===== src/verilog/cbp_pkg.sv =====
`default_nettype none
package cbp_pkg;
   localparam int NUM_PAIRS_DEF = 4;
   localparam int ADDR_W        = 4;
   localparam int DATA_W        = 8;

   localparam logic [ADDR_W-1:0] REG_CFG       = 4'h0;
   localparam logic [ADDR_W-1:0] REG_OUT_EN    = 4'h1;
   localparam logic [ADDR_W-1:0] REG_STOPPABLE = 4'h2;
   localparam logic [ADDR_W-1:0] REG_STATUS    = 4'h3;

   localparam int CFG_PD_MODE_BIT    = 7;
   localparam int CFG_STOP_DRIVE_BIT = 6;
   localparam logic [DATA_W-1:0] CFG_RST       = 8'h00;
   localparam logic [DATA_W-1:0] OUT_EN_RST    = 8'h0F;
   localparam logic [DATA_W-1:0] STOPPABLE_RST = 8'h00;

   localparam int ST_DOWN_BIT    = 0;
   localparam int ST_STOP_BIT    = 1;
   localparam int ST_RUN_BIT     = 2;
   localparam int ST_STOPPED_LSB = 4;

   localparam int CLK_MHZ            = 250;
   localparam int LOCK_TIME_US       = 1000;
   localparam int LOCK_CYCLES        = LOCK_TIME_US * CLK_MHZ;
   localparam int STOP_DRIVE_NS      = 10;
   localparam int STOP_DRIVE_CYCLES  = STOP_DRIVE_NS * CLK_MHZ / 1000;
   localparam int HALF_PERIOD_CYCLES = 2;
   localparam int RESTART_MAX_PERIODS = 6;

   typedef enum logic [2:0] {
      PWR_RUN    = 3'b000,
      PWR_ARMED  = 3'b001,
      PWR_PARKED = 3'b010,
      PWR_DOWN   = 3'b011,
      PWR_LOCK   = 3'b100
   } cbp_pwr_e;
endpackage
`default_nettype wire


===== src/verilog/cbp_ctrl.sv =====
// Function
// - power_down_n is asynchronous, active low, and controls entry and exit of power-down.
// - Outputs are parked before the PLL is switched off.
// - Power-down seen low on two complementary rising edges parks outputs next falling edge.
// - Power-down mode bit 0: true output driven high at 2x, complementary tri-stated.
// - Power-down mode bit 1: both pins of every pair tri-stated.
// - Locked stable clocks within 1 ms of power-up or power-down release.
// - Mode bit 1: outputs driven high within 300 ms after power-down release.
// - Clock-stop change accepted only after stable over two complementary rising edges.
// - Stoppable outputs halt after their next transition; free-running ones keep toggling.
// - Stop drive bit 0: stopped true output driven high at 6x, complement undriven.
// - Stop drive bit 1: both pins of stopped pairs undriven.
// - On stop release all stopped outputs restart together, glitch-free, within 2-6 periods.
// - Stop drive bit 1: stopped outputs driven high within 10 ns of release.
// - One bit per pair: 0 free-running, 1 obeys clock stop.
//
// The address-and-strobe port and the placing of the registers were chosen for this implementation.
`timescale 1ns/1ps
`default_nettype none
module cbp_ctrl #(
   parameter int NUM_PAIRS   = cbp_pkg::NUM_PAIRS_DEF,
   parameter int LOCK_CYCLES = cbp_pkg::LOCK_CYCLES,
   parameter int HALF_PERIOD = cbp_pkg::HALF_PERIOD_CYCLES
) (
   input  wire logic                        sys_clk,
   input  wire logic                        rst_n,
   input  wire logic                        power_down_n,
   input  wire logic                        clock_stop_n,
   input  wire logic [cbp_pkg::ADDR_W-1:0]  reg_addr,
   input  wire logic [cbp_pkg::DATA_W-1:0]  reg_wdata,
   input  wire logic                        reg_wr,
   input  wire logic                        reg_rd,
   output logic      [cbp_pkg::DATA_W-1:0]  reg_rdata,
   output logic      [NUM_PAIRS-1:0]        clk_out_pos,
   output logic      [NUM_PAIRS-1:0]        clk_out_pos_oe,
   output logic      [NUM_PAIRS-1:0]        clk_out_pos_full,
   output logic      [NUM_PAIRS-1:0]        clk_out_neg,
   output logic      [NUM_PAIRS-1:0]        clk_out_neg_oe,
   output logic                             pll_enable
);
   import cbp_pkg::*;

   localparam int LOCK_W    = $clog2(LOCK_CYCLES + 1);
   localparam int REL_MAX_C = 2 * HALF_PERIOD + 2;

   logic pd_s;
   logic stop_s;
   logic tick;
   logic running;
   logic pos_rise;
   logic neg_rise;

   cbp_sync #(.RST_VAL(1'b1)) u_pd_sync (
      .sys_clk  (sys_clk),
      .rst_n    (rst_n),
      .async_in (power_down_n),
      .sync_out (pd_s)
   );

   // stop pin into the clock domain
   cbp_sync #(.RST_VAL(1'b1)) u_stop_sync (
      .sys_clk  (sys_clk),
      .rst_n    (rst_n),
      .async_in (clock_stop_n),
      .sync_out (stop_s)
   );

   cbp_div #(.DIV(HALF_PERIOD)) u_div (
      .sys_clk (sys_clk),
      .rst_n   (rst_n),
      .en      (running),
      .tick    (tick)
   );

   // register file
   logic [DATA_W-1:0] cfg_q, cfg_d;
   logic [DATA_W-1:0] out_en_q, out_en_d;
   logic [DATA_W-1:0] stoppable_q, stoppable_d;
   logic [DATA_W-1:0] rdata_d;
   logic [DATA_W-1:0] status_v;

   // power and stop state
   cbp_pwr_e          state_q, state_d;
   logic [LOCK_W-1:0] lock_cnt_q, lock_cnt_d;
   logic              phase_q, phase_d;
   logic              pll_d;
   logic              pd_samp_q, pd_samp_d;
   logic              stop_samp_q, stop_samp_d;
   logic              stop_req_q, stop_req_d;
   logic [NUM_PAIRS-1:0] stopped_q, stopped_d;
   logic              rel_q, rel_d;

   logic [NUM_PAIRS-1:0] pos_d, pos_oe_d, full_d, neg_d, neg_oe_d;

   assign running  = (state_q == PWR_RUN) || (state_q == PWR_ARMED);
   // complementary output rises when the true output falls
   assign neg_rise = tick & phase_q;
   assign pos_rise = tick & ~phase_q;

   always_comb begin
      cfg_d       = cfg_q;
      out_en_d    = out_en_q;
      stoppable_d = stoppable_q;
      rdata_d     = '0;
      status_v    = '0;
      status_v[ST_DOWN_BIT] = (state_q == PWR_DOWN);
      status_v[ST_STOP_BIT] = stop_req_q;
      status_v[ST_RUN_BIT]  = running;
      status_v[ST_STOPPED_LSB +: NUM_PAIRS] = stopped_q;
      if (reg_wr) begin
         if (reg_addr == REG_CFG) begin
            cfg_d = reg_wdata;
         end else if (reg_addr == REG_OUT_EN) begin
            out_en_d = reg_wdata;
         end else if (reg_addr == REG_STOPPABLE) begin
            stoppable_d = reg_wdata;
         end
      end
      if (reg_rd) begin
         if (reg_addr == REG_CFG) begin
            rdata_d = cfg_q;
         end else if (reg_addr == REG_OUT_EN) begin
            rdata_d = out_en_q;
         end else if (reg_addr == REG_STOPPABLE) begin
            rdata_d = stoppable_q;
         end else if (reg_addr == REG_STATUS) begin
            rdata_d = status_v;
         end
      end
   end

   always_ff @(posedge sys_clk or negedge rst_n) begin
      if (!rst_n) begin
         cfg_q       <= CFG_RST;
         out_en_q    <= OUT_EN_RST;
         stoppable_q <= STOPPABLE_RST;
         reg_rdata   <= '0;
      end else begin
         cfg_q       <= cfg_d;
         out_en_q    <= out_en_d;
         stoppable_q <= stoppable_d;
         reg_rdata   <= rdata_d;
      end
   end

   // power sequencing; reset starts in lock as after supply ramp
   always_comb begin
      state_d    = state_q;
      lock_cnt_d = lock_cnt_q;
      phase_d    = phase_q;
      pll_d      = pll_enable;
      pd_samp_d  = pd_samp_q;
      case (state_q)
         PWR_RUN: begin
            if (tick) begin
               phase_d = ~phase_q;
            end
            if (neg_rise) begin
               pd_samp_d = pd_s;
               if (!pd_s && !pd_samp_q) begin
                  state_d = PWR_ARMED;
               end
            end
         end
         PWR_ARMED: begin
            if (tick) begin
               phase_d = ~phase_q;
            end
            // park on the next falling complementary edge
            if (pos_rise) begin
               state_d = PWR_PARKED;
            end
         end
         PWR_PARKED: begin
            state_d = PWR_DOWN;
         end
         PWR_DOWN: begin
            // pll drops only once outputs sit parked
            pll_d = 1'b0;
            if (pd_s) begin
               state_d    = PWR_LOCK;
               pll_d      = 1'b1;
               lock_cnt_d = '0;
            end
         end
         PWR_LOCK: begin
            // lock wait bounded by the lock count
            if (!pd_s) begin
               state_d = PWR_DOWN;
               pll_d   = 1'b0;
            end else if (lock_cnt_q == LOCK_W'(LOCK_CYCLES - 1)) begin
               state_d   = PWR_RUN;
               phase_d   = 1'b0;
               pd_samp_d = 1'b1;
            end else begin
               lock_cnt_d = lock_cnt_q + 1'b1;
            end
         end
         default: begin
            state_d = PWR_LOCK;
         end
      endcase
   end

   always_ff @(posedge sys_clk or negedge rst_n) begin
      if (!rst_n) begin
         state_q    <= PWR_LOCK;
         lock_cnt_q <= '0;
         phase_q    <= 1'b0;
         pll_enable <= 1'b1;
         pd_samp_q  <= 1'b1;
      end else begin
         state_q    <= state_d;
         lock_cnt_q <= lock_cnt_d;
         phase_q    <= phase_d;
         pll_enable <= pll_d;
         pd_samp_q  <= pd_samp_d;
      end
   end

   // clock-stop handling; only meaningful while the pll runs
   always_comb begin
      stop_samp_d = stop_samp_q;
      stop_req_d  = stop_req_q;
      stopped_d   = stopped_q;
      rel_d       = rel_q;
      if (!running) begin
         stop_samp_d = 1'b1;
         stop_req_d  = 1'b0;
         stopped_d   = '0;
         rel_d       = 1'b0;
      end else begin
         // accept only a level held over two edges
         if (neg_rise) begin
            stop_samp_d = stop_s;
            if (stop_s == stop_samp_q) begin
               stop_req_d = ~stop_s;
               // drive high at once on release
               if (stop_req_q && stop_s) begin
                  rel_d = cfg_q[CFG_STOP_DRIVE_BIT] && (|stopped_q);
               end
            end
         end
         if (pos_rise) begin
            if (stop_req_q) begin
               // halt as the true output goes high
               stopped_d = stopped_q | stoppable_q[NUM_PAIRS-1:0];
            end else begin
               // all pairs restart on one edge
               stopped_d = '0;
               rel_d     = 1'b0;
            end
         end
      end
   end

   always_ff @(posedge sys_clk or negedge rst_n) begin
      if (!rst_n) begin
         stop_samp_q <= 1'b1;
         stop_req_q  <= 1'b0;
         stopped_q   <= '0;
         rel_q       <= 1'b0;
      end else begin
         stop_samp_q <= stop_samp_d;
         stop_req_q  <= stop_req_d;
         stopped_q   <= stopped_d;
         rel_q       <= rel_d;
      end
   end

   // pin drive per pair; full = 6x reference current, else 2x
   always_comb begin
      for (int i = 0; i < NUM_PAIRS; i++) begin
         pos_d[i]    = 1'b1;
         full_d[i]   = 1'b0;
         neg_d[i]    = 1'b0;
         neg_oe_d[i] = 1'b0;
         if (!(running && out_en_q[i])) begin
            // park style from mode bit; lock drives high
            pos_oe_d[i] = !cfg_q[CFG_PD_MODE_BIT] || (state_q == PWR_LOCK);
         end else if (stopped_q[i]) begin
            full_d[i]   = 1'b1;
            pos_oe_d[i] = !cfg_q[CFG_STOP_DRIVE_BIT] || rel_q;
         end else begin
            pos_d[i]    = phase_q;
            pos_oe_d[i] = 1'b1;
            full_d[i]   = 1'b1;
            neg_d[i]    = ~phase_q;
            neg_oe_d[i] = 1'b1;
         end
      end
   end

   always_ff @(posedge sys_clk or negedge rst_n) begin
      if (!rst_n) begin
         clk_out_pos      <= '1;
         clk_out_pos_oe   <= '1;
         clk_out_pos_full <= '0;
         clk_out_neg      <= '0;
         clk_out_neg_oe   <= '0;
      end else begin
         clk_out_pos      <= pos_d;
         clk_out_pos_oe   <= pos_oe_d;
         clk_out_pos_full <= full_d;
         clk_out_neg      <= neg_d;
         clk_out_neg_oe   <= neg_oe_d;
      end
   end

   logic [NUM_PAIRS-1:0] held_stop;
   logic [NUM_PAIRS-1:0] stopped_prev_q;

   // pins lag the stop mask by one cycle, so checks need last cycle's mask
   always_ff @(posedge sys_clk or negedge rst_n) begin
      if (!rst_n) begin
         stopped_prev_q <= '0;
      end else begin
         stopped_prev_q <= stopped_q;
      end
   end

   assign held_stop = stopped_q & stopped_prev_q & out_en_q[NUM_PAIRS-1:0];
endmodule
`default_nettype wire


===== src/verilog/cbp_sync.sv =====
`timescale 1ns/1ps
`default_nettype none
module cbp_sync #(
   parameter logic RST_VAL = 1'b1
) (
   input  wire logic sys_clk,
   input  wire logic rst_n,
   input  wire logic async_in,
   output logic      sync_out
);
   logic s1_q;
   logic s2_q;
   logic s3_q;
   logic out_d;

   always_comb begin
      out_d = sync_out;
      if (s2_q == s3_q) begin
         out_d = s3_q;
      end
   end

   always_ff @(posedge sys_clk or negedge rst_n) begin
      if (!rst_n) begin
         s1_q     <= RST_VAL;
         s2_q     <= RST_VAL;
         s3_q     <= RST_VAL;
         sync_out <= RST_VAL;
      end else begin
         s1_q     <= async_in;
         s2_q     <= s1_q;
         s3_q     <= s2_q;
         sync_out <= out_d;
      end
   end
endmodule
`default_nettype wire


===== src/verilog/cbp_div.sv =====
`timescale 1ns/1ps
`default_nettype none
module cbp_div #(
   parameter int DIV = 2
) (
   input  wire logic sys_clk,
   input  wire logic rst_n,
   input  wire logic en,
   output logic      tick
);
   localparam int CW = (DIV > 1) ? $clog2(DIV) : 1;
   logic [CW-1:0] cnt_q;
   logic [CW-1:0] cnt_d;
   logic          tick_d;

   always_comb begin
      cnt_d  = cnt_q;
      tick_d = 1'b0;
      if (!en) begin
         cnt_d = '0;
      end else if (cnt_q == CW'(DIV - 1)) begin
         cnt_d  = '0;
         tick_d = 1'b1;
      end else begin
         cnt_d = cnt_q + 1'b1;
      end
   end

   always_ff @(posedge sys_clk or negedge rst_n) begin
      if (!rst_n) begin
         cnt_q <= '0;
         tick  <= 1'b0;
      end else begin
         cnt_q <= cnt_d;
         tick  <= tick_d;
      end
   end
endmodule
`default_nettype wire


===== config.mk =====
export PLATFORM = sky130hd
export DESIGN_NAME = cbp_ctrl
export DESIGN_NICKNAME = d
export VERILOG_FILES = /design/src/verilog/cbp_pkg.sv /design/src/verilog/cbp_ctrl.sv /design/src/verilog/cbp_sync.sv /design/src/verilog/cbp_div.sv
export SDC_FILE = /design/constraint.sdc
export NUM_CORES = 1
export LEC_CHECK = 0
export BUFFER_PORTS_ARGS = -buffer_cell sky130_fd_sc_hd__buf_2
export CORE_UTILIZATION = 52
export DETAILED_ROUTE_END_ITERATION = 8
export PLACE_DENSITY_LB_ADDON = 0.25
export SYNTH_ARGS = -nofsm -noshare
export SYNTH_HDL_FRONTEND = slang
export SYNTH_SLANG_ARGS = --single-unit

===== constraint.sdc =====
create_clock -name sys_clk -period 1.8 [get_ports sys_clk]
set_clock_uncertainty 0.2 [all_clocks]
set_input_delay 0.18 -clock sys_clk [delete_from_list [all_inputs] [get_ports sys_clk]]
set_output_delay 0.18 -clock sys_clk [all_outputs]
set_load 0.1 [all_outputs]

==> results of run 1 <==
## stage by stage
stage | std cells | setup TNS, ps | power [mW]
2_1_floorplan | 333 | -306 | 5.35
3_3_place_gp | 524 | -1880 | 6.21
3_5_place_dp | 524 | -2860 | 6.28
4_1_cts | 560 | -1930 | 7.76
5_1_grt | 564 | -4020 | 8.19
6_report | 564 | -2150 | 7.82
## power by group through the flow
| stage | combinational [mW] | sequential (mW) | clock (mW) |
|---|---|---|---|
| 4_1_cts | 3.41 | 2.97 | 1.37 |
| 5_1_grt | 3.71 | 3.04 | 1.45 |
| 6_report | 3.51 | 2.98 | 1.33 |
| 3_3_place_gp | 3.23 | 2.99 | 0 |
| 3_5_place_dp | 3.27 | 3.01 | 0 |
| 2_1_floorplan | 1.02 | 4.33 | 0 |
## registers in the layout, indices dropped and copies added (netlist names), 3 cells and up
signal / cells
cfg_q: 8
clk_out_neg: 4
clk_out_neg_oe: 4
clk_out_pos: 4
clk_out_pos_full: 4
clk_out_pos_oe: 4
lock_cnt_q: 18
out_en_q: 8
reg_rdata: 8
state_q: 3
stoppable_q: 8
stopped_q: 4
## worst max path at each step
| stage | cells after the start | slack [ps] | from | endpoint |
|---|---|---|---|---|
| after CTS | 5 | -190 | lock_cnt_q[5]$_DFFE_PN0P_ | phase_q$_DFFE_PN0P_ |
| after floorplan | 4 | -80 | u_pd_sync.sync_out$_DFFE_PN1N_ | lock_cnt_q[16]$_DFFE_PN0P_ |
| after detailed placement | 4 | -200 | u_pd_sync.sync_out$_DFFE_PN1N_ | lock_cnt_q[14]$_DFFE_PN0P_ |
| final | 4 | -200 | state_q[2]$_DFFE_PN1P_ | lock_cnt_q[14]$_DFFE_PN0P_ |
| after global routing | 4 | -250 | state_q[2]$_DFFE_PN1P_ | lock_cnt_q[14]$_DFFE_PN0P_ |
| after global placement | 4 | -170 | u_pd_sync.sync_out$_DFFE_PN1N_ | lock_cnt_q[16]$_DFFE_PN0P_ |
## cells in the mapped netlist, drive strengths merged, types with 3 or more instances
library cell,number
xnor2,4
or3,9
clkbuf,5
mux4,7
or4,3
nand2,25
mux2i,3
nor4,6
o21ai,13
nand4,6
a31oi,8
nor2b,4
and3,6
nor2,34
nand2b,3
nand3,9
mux2,24
dfrtp,69
buf,6
xor2,3
nor3,8
dfstp,24
a21oi,11
inv,16
## timing repair
action | in CTS | in global routing
setup buffers | 8 | 4
resized for setup | 23 | 18
hold buffers | 12 | 0
pin swaps | 22 | 9
setup endpoints to repair | 32 | 23
endpoints found under the hold margin | 107 | 0
## layer usage
| metal | track usage (%) | up-vias | wire, um |
|---|---|---|---|
| met4 | 7.53 | 0 | 94 |
| li1 | - | 1452 | - |
| met3 | 6.85 | 9 | 392 |
| met1 | 31.7 | 1512 | 3970 |
| met5 | 0 | - | 0 |
| met2 | 38.0 | 78 | 4570 |
## cell families after synthesis
logic type / after synthesis
fa+ha+maj: 3
mux: 34
compound gates: 48
flops: 93
xor+xnor: 7
buf+inv: 27
simple gates: 121
## layout make-up
cell class              count  share of cell area (%)
well taps                  99                    2.32
clock buffers              10                    2.58
flip-flops and latches     93                    44.2
clock inverters             6                    1.01
multi-input cells         213                    31.6
inverters                  16                    1.12
repair buffers            127                    17.2
==> parameters.txt, run 1 <==
Parameter                              Value

Outcome
  Status ... complete, but fails checks
  Failing checks ... setup timing

Clock network
  CTS tree ... yes
  Maximum number of buffers from clock root to sink ... 2
  Number of buffers created by CTS ... 9
  Maximum level of the CTS H-tree ... 3
  CTS root buffer ... clkbuf_8
  Sink count of the clock tree ... 93
  Clock transition time at the flip-flop clock pins of the worst setup and hold paths ... 90 ps
  Source-to-sink clock delay at the later pin of the worst-skew pair ... 370 ps

Worst setup path
  Worst Path Class, Setup ... register to register
  R2r setup slk ... -200 ps
  Critical path data required time ... 1900 ps
  Nature of the critical path startpoint ... register
  Reg2Reg Capture Point ... lock_cnt_q[14]$_DFFE_PN0P_
  CP Buf/Inv Count ... 0
  FF-to-FF path depth ... 4
  Top delay family on crit path ... flip-flops
  Signal arrival time at the worst endpoint ... 2090 ps
  Critical Path, Cell by Cell ... nand4bb_4, a2111o_1, or3_4, a21oi_2
  CP max stage cell ... dfstp_2
  Critical Path End Type ... register
  Critical path peak fanout ... 6
  Startpoint of the worst register-to-register path ... state_q[2]$_DFFE_PN1P_
  Crit path largest cell delay ... 620 ps

Synth
  Most common flop cell mapped by yosys ... dfrtp_1
  Dominant combinational cell family by area after synthesis ... simple AND/OR/NAND/NOR gates
  Complex-gate fraction of the synthesized area ... 8.20%
  Proportion of netlist area held by the largest area contributor ... 42.9%
  Number of flops mapped to enable cells by yosys ... 0
  Share of flip-flops with an asynchronous set or reset after synthesis ... 100%
  Synthesized instance count ... 333
  Dominant cells by area after synthesis ... dfrtp_1 43%, dfstp_2 16%, mux2_2 6.4%, mux4_2 3.9%, nor2_1 3.2%
  Warning count from the yosys run ... 0
  Post-synthesis instance area ... 4030 sq um
  Post-synthesis cell type with the largest combined area ... dfrtp_1
  Library cells used by synthesis ... 51
  Mapped Avg Cell Area ... 12.1 sq um
  Post-synthesis net count ... 352
  Synth Area in XOR/XNOR ... 1.52%
  Multiplexer share of the synthesized area ... 11.4%
  Adder-Cell Fraction of Synth Area ... 0.808%
  Sequential-to-total area share from yosys stat ... 58.5%
  Area share of and/or/nand/nor cells after synthesis ... 16.7%
  Flop and latch count out of synthesis ... 93

Drt
  Drt drc ... 0
  Vias after detailed routing ... 3051
  Number of detailed-route iterations in the first pass ... 4
  Avg WL per Cell ... 16.0 um
  WL final ... 9.02 mm
  Post-DR vias/cell ... 5.41
  Routed Antenna Nets ... 0
  Iteration-0 DRC count of the detailed router ... 218

STA
  Final worst-path cycle share ... 111%
  Unrepaired setup endpoints after global routing ... yes
  Maximum clock rate ... 0.501 GHz
  Post-route setup slack ... -197 ps
  Final hold violations ... 0
  Final setup violation count ... 22
  Worst slew margin relative to its limit ... 67.6%
  Minimum clock period after layout ... 2000 ps
  Max-slew violations ... 0
  Actual slew at the worst max-slew pin ... 489 ps
  Worst hold slack ... 61.1 ps

Final layout
  Post-synthesis to final-layout area growth ... 32.6%
  Most common cell after layout, fill and taps aside ... dfrtp_1
  Share of final-layout standard cells stronger than drive strength 1 ... 47.1%
  Layout Utilization ... 72.5%
  Area of the multi-input gates ... 1690 sq um
  Most used cells in the layout excluding fill and tap cells ... 68 x dfrtp_1, 62 x buf_4, 45 x buf_2, 33 x nor2_1, 24 x dfstp_2
  Net count of the finished layout ... 479
  Footprint of the flip-flops and latches ... 2360 sq um
  ANT cells ... 0
  Final standard cell area without fillers ... 5340 sq um
  Fill count ... 513

Power and ir drop
  Power per cell area ... 1460 nW/um^2
  Max IR drop VDD ... 1450 uV
  Internal portion of total power ... 4.33 mW
  Register share of total power ... 38.1%
  Net switching share of the total power ... 44.6%
  Combinational share of power ... 44.9%
  P_sw ... 3.49 mW
  Clk pwr share ... 17.0%
  Static leakage ... 2.52 nW

Placement
  Post-DP Area ... 4790 sq um
  HPWL after detailed placement ... 6.33 mm
  Weighted congestion at the end of routability-driven global placement ... 0.828
  Port Buf Inserts ... 46
  Minimum setup slack after placement ... -199 ps

Global route
  Via count of the first global-routing pass ... 3050
  Largest net degree at the start of global routing ... 36
  Remaining Overflow, GRT ... 0
  All-Layer GR Usage ... 23.8%
  Number of antenna violations at the first check in global routing ... 0
  Global-route wire length before repair ... 15.0 mm

Flow run
  # Max-Cap Violations ... 0

Floorplan
  Standard-cell rows ... 31
  Die ar. ... 8100 sq um
  Vertical die dimension ... 90.0 um
  Num ports ... 47
  Placeable core region ... 7370 sq um
  Horizontal extent of the die ... 90.0 um
  Initial core utilization ... 54.7%

Hold path
  Classification of the worst-slack hold path ... input port to asynchronous set/reset pin
Power figures use the tool's default switching activity.
==> run 2: changes to the inputs <==
Settings changed: SYNTH_HIERARCHICAL set to 1.
==> parameters.txt, run 2 <==
Parameter                              Value

Outcome
  Status ... complete, but fails checks (unchanged)
  Failing checks ... setup timing (unchanged)

Synth
  Number of flops mapped to enable cells by yosys ... 0 (unchanged)
  Mapped Avg Cell Area ... 11.5 sq um (was 12.1 sq um)
  Most used standard cell by instance count after synthesis ... dfrtp_1 (unchanged)
  Dominant cells by area after synthesis ... dfrtp_1 43%, dfstp_2 16%, mux2_2 6.7%, mux2i_1 4.2%, a21oi_1 3.2% (was dfrtp_1 43%, dfstp_2 16%, mux2_2 6.4%, mux4_2 3.9%, nor2_1 3.2%)
  Flop and latch count out of synthesis ... 93 (unchanged)
  Most common flop cell mapped by yosys ... dfrtp_1 (unchanged)
  Warning count from the yosys run ... 6 (was 0)
  Library cells used by synthesis ... 54 (was 51)
  Post-synthesis cell type with the largest combined area ... dfrtp_1 (unchanged)
  Proportion of netlist area held by the largest area contributor ... 42.9% (about the same)
  Synthesized instance count ... 351 (was 333)
  Sequential-to-total area share from yosys stat ... 58.5% (about the same)
  Share of flip-flops with an asynchronous set or reset after synthesis ... 100% (unchanged)
  Top cells by instance count after synthesis ... 69 x dfrtp_1, 34 x nand2_1, 26 x a21oi_1 (was 69 x dfrtp_1, 34 x nor2_1, 25 x nand2_1)
  Post-synthesis instance area ... 4030 sq um (about the same)
  Post-synthesis net count ... 370 (was 352)

Final layout
  Post-synthesis to final-layout area growth ... 27.2% (was 32.6%)
  Layout Cells excl Fill ... 556 (was 564)
  ANT cells ... 0 (unchanged)
  Fill count ... 566 (was 513)
  Final standard cell area without fillers ... 5120 sq um (was 5340 sq um)
  Most common cell after layout, fill and taps aside ... dfrtp_1 (unchanged)
  Most used cells in the layout excluding fill and tap cells ... 69 x dfrtp_1, 45 x buf_2, 38 x buf_4, 32 x nand2_1, 26 x a21oi_1 (was 68 x dfrtp_1, 62 x buf_4, 45 x buf_2, 33 x nor2_1, 24 x dfstp_2)
  Number of flip-flops under the largest register name ... 18 (unchanged)
  Net count of the finished layout ... 471 (was 479)
  Share of final-layout standard cells stronger than drive strength 1 ... 39.2% (was 47.1%)
  Layout Utilization ... 69.5% (was 72.5%)
  Top reg by flops ... lock_cnt_q (unchanged)

Global route
  Number of antenna violations at the first check in global routing ... 0 (unchanged)
  Global-route wire length before repair ... 14.7 mm (was 15.0 mm)
  Remaining Overflow, GRT ... 0 (unchanged)
  Largest net degree at the start of global routing ... 38 (was 36)
  All-Layer GR Usage ... 22.9% (was 23.8%)
  Via count of the first global-routing pass ... 3046 (was 3050)

Clock network
  Maximum level of the CTS H-tree ... 3 (unchanged)
  Clock transition time at the flip-flop clock pins of the worst setup and hold paths ... 100 ps (was 90 ps)
  Maximum number of buffers from clock root to sink ... 2 (unchanged)
  CTS tree ... yes (unchanged)
  Sink count of the clock tree ... 93 (unchanged)
  Number of buffers created by CTS ... 9 (unchanged)
  Source-to-sink clock delay at the later pin of the worst-skew pair ... 350 ps (was 370 ps)
  CTS root buffer ... clkbuf_8 (unchanged)

STA
  Final hold violations ... 0 (unchanged)
  Max-slew violations ... 0 (unchanged)
  Unrepaired setup endpoints after global routing ... yes (unchanged)
  Post-route setup slack ... -79.4 ps (was -197 ps)
  Maximum clock rate ... 0.532 GHz (was 0.501 GHz)
  Final worst-path cycle share ... 104% (was 111%)
  Actual slew at the worst max-slew pin ... 488 ps (was 489 ps)
  Minimum clock period after layout ... 1880 ps (was 2000 ps)
  Setup total negative slack ... -166 ps (was -2150 ps)
  Final setup violation count ... 3 (was 22)
  Worst slew margin relative to its limit ... 67.7% (was 67.6%)

Power and ir drop
  Static leakage ... 2.42 nW (was 2.52 nW)
  Max IR drop VDD ... 735 uV (was 1450 uV)
  Power per cell area ... 1480 nW/um^2 (was 1460 nW/um^2)
  Final total power ... 7.58 mW (was 7.82 mW)

Floorplan
  Initial core utilization ... 54.7% (about the same)
  Horizontal extent of the die ... 90.0 um (about the same)
  Standard-cell rows ... 31 (unchanged)
  Num ports ... 47 (unchanged)
  Vertical die dimension ... 90.0 um (about the same)
  Placeable core region ... 7370 sq um (unchanged)
  Die ar. ... 8100 sq um (about the same)

Drt
  Routed Antenna Nets ... 0 (unchanged)
  WL final ... 8.85 mm (was 9.02 mm)
  Post-DR vias/cell ... 5.59 (was 5.41)
  Number of detailed-route iterations in the first pass ... 4 (unchanged)
  Drt drc ... 0 (unchanged)
  Vias after detailed routing ... 3107 (was 3051)
  Iteration-0 DRC count of the detailed router ... 170 (was 218)
  Avg WL per Cell ... 15.9 um (was 16.0 um)

Placement
  # placed instances ... 522 (was 524)
  Weighted congestion at the end of routability-driven global placement ... 0.833 (was 0.828)
  Post-DP Area ... 4660 sq um (was 4790 sq um)
  HPWL after detailed placement ... 6.00 mm (was 6.33 mm)
  Port Buf Inserts ... 46 (unchanged)

Hold path
  Classification of the worst-slack hold path ... input port to asynchronous set/reset pin (unchanged)

Worst setup path
  Nature of the critical path startpoint ... register (unchanged)
  Critical Path End Type ... register (unchanged)
  Signal arrival time at the worst endpoint ... 1960 ps (was 2090 ps)
  Worst Path Class, Setup ... register to register (unchanged)
  Critical path data required time ... 1890 ps (was 1900 ps)
  Critical path peak fanout ... 8 (was 6)

Flow run
  # Max-Cap Violations ... 0 (unchanged)
[run 2: kinds of logic (layout without fill, tap and decap cells)]
logic type               Yosys count  in the layout  synth area share, %
AO/OA/AOI/OAI                     65             65                 9.63
XOR/XNOR                           4              4                0.870
adder cells (fa/ha/maj)            3              3                0.869
buffers and inverters             30            136                 3.01
flip-flops                        93             93                 58.5
multiplexers                      42             42                 11.5
AND/OR/NAND/NOR                  114            114                 15.6
[run 2: final timing paths]
path | start | to | slack [ps] | depth (start not counted)
hold / removal | rst_n | clk_out_neg[3]$_DFF_PN0_ | 60 | 2
setup / recovery | u_pd_sync/sync_out$_DFFE_PN1N_ | lock_cnt_q[15]$_DFFE_PN0P_ | -80 | 4
min in group sys_clk | reg_addr[1] | reg_rdata[6]$_DFF_PN0_ | 60 | 3
setup reg to reg | u_pd_sync/sync_out$_DFFE_PN1N_ | lock_cnt_q[15]$_DFFE_PN0P_ | -80 | 4
max in group asynchronous | rst_n | u_pd_sync/s2_q$_DFF_PN1_ | 760 | 3
hold reg to reg | u_stop_sync/s1_q$_DFF_PN1_ | u_stop_sync/s2_q$_DFF_PN1_ | 160 | 0
[run 2: where the power goes]
group          switching (mW)  internal (mW)  total (mW)
clock network           0.765          0.527        1.29
registers               0.344           2.67        3.01
logic                    2.37          0.908        3.28
[run 2: cell type report]
class / instances / area (sq um) / area share, %
flip-flops and latches: 93 / 2360 / 46.0
multi-input cells: 228 / 1650 / 32.1
repair buffers: 104 / 757 / 14.8
clock buffers: 9 / 124 / 2.42
well taps: 99 / 124 / 2.42
inverters: 16 / 60.1 / 1.17
clock inverters: 7 / 56.3 / 1.10
[run 2: critical path, stage by stage, from the launching register on]
cell,delay [ps]
dfstp_2,540
and4bb_4,300
nand3_4,130
or4_1,510
a21oi_1,130
[run 2: repair_timing]
action | CTS | global route
resized for setup | 8 | 21
pin swaps | 6 | 7
hold buffers | 13 | 0
setup buffers | 3 | 3
endpoints found under the setup margin | 17 | 19
hold endpoints to repair | 103 | 0
[run 2: per-layer routing]
layer  routed length (um)  GRT usage, %  vias to the layer above
met5                    0             0                        -
met4                  139          9.14                        0
met3                  450          3.89                       17
met2                 4420          37.3                       97
met1                 3840          30.7                     1530
li1                     -             -                     1463
[run 2: per-stage QoR]
stage / hold WS, ps / setup slack [ps]
2_1_floorplan: -316 / -53.6
3_3_place_gp: -95.7 / -93.9
3_5_place_dp: -92.3 / -156
4_1_cts: 36.3 / -64.6
5_1_grt: 62.3 / -113
6_report: 55.8 / -79.4
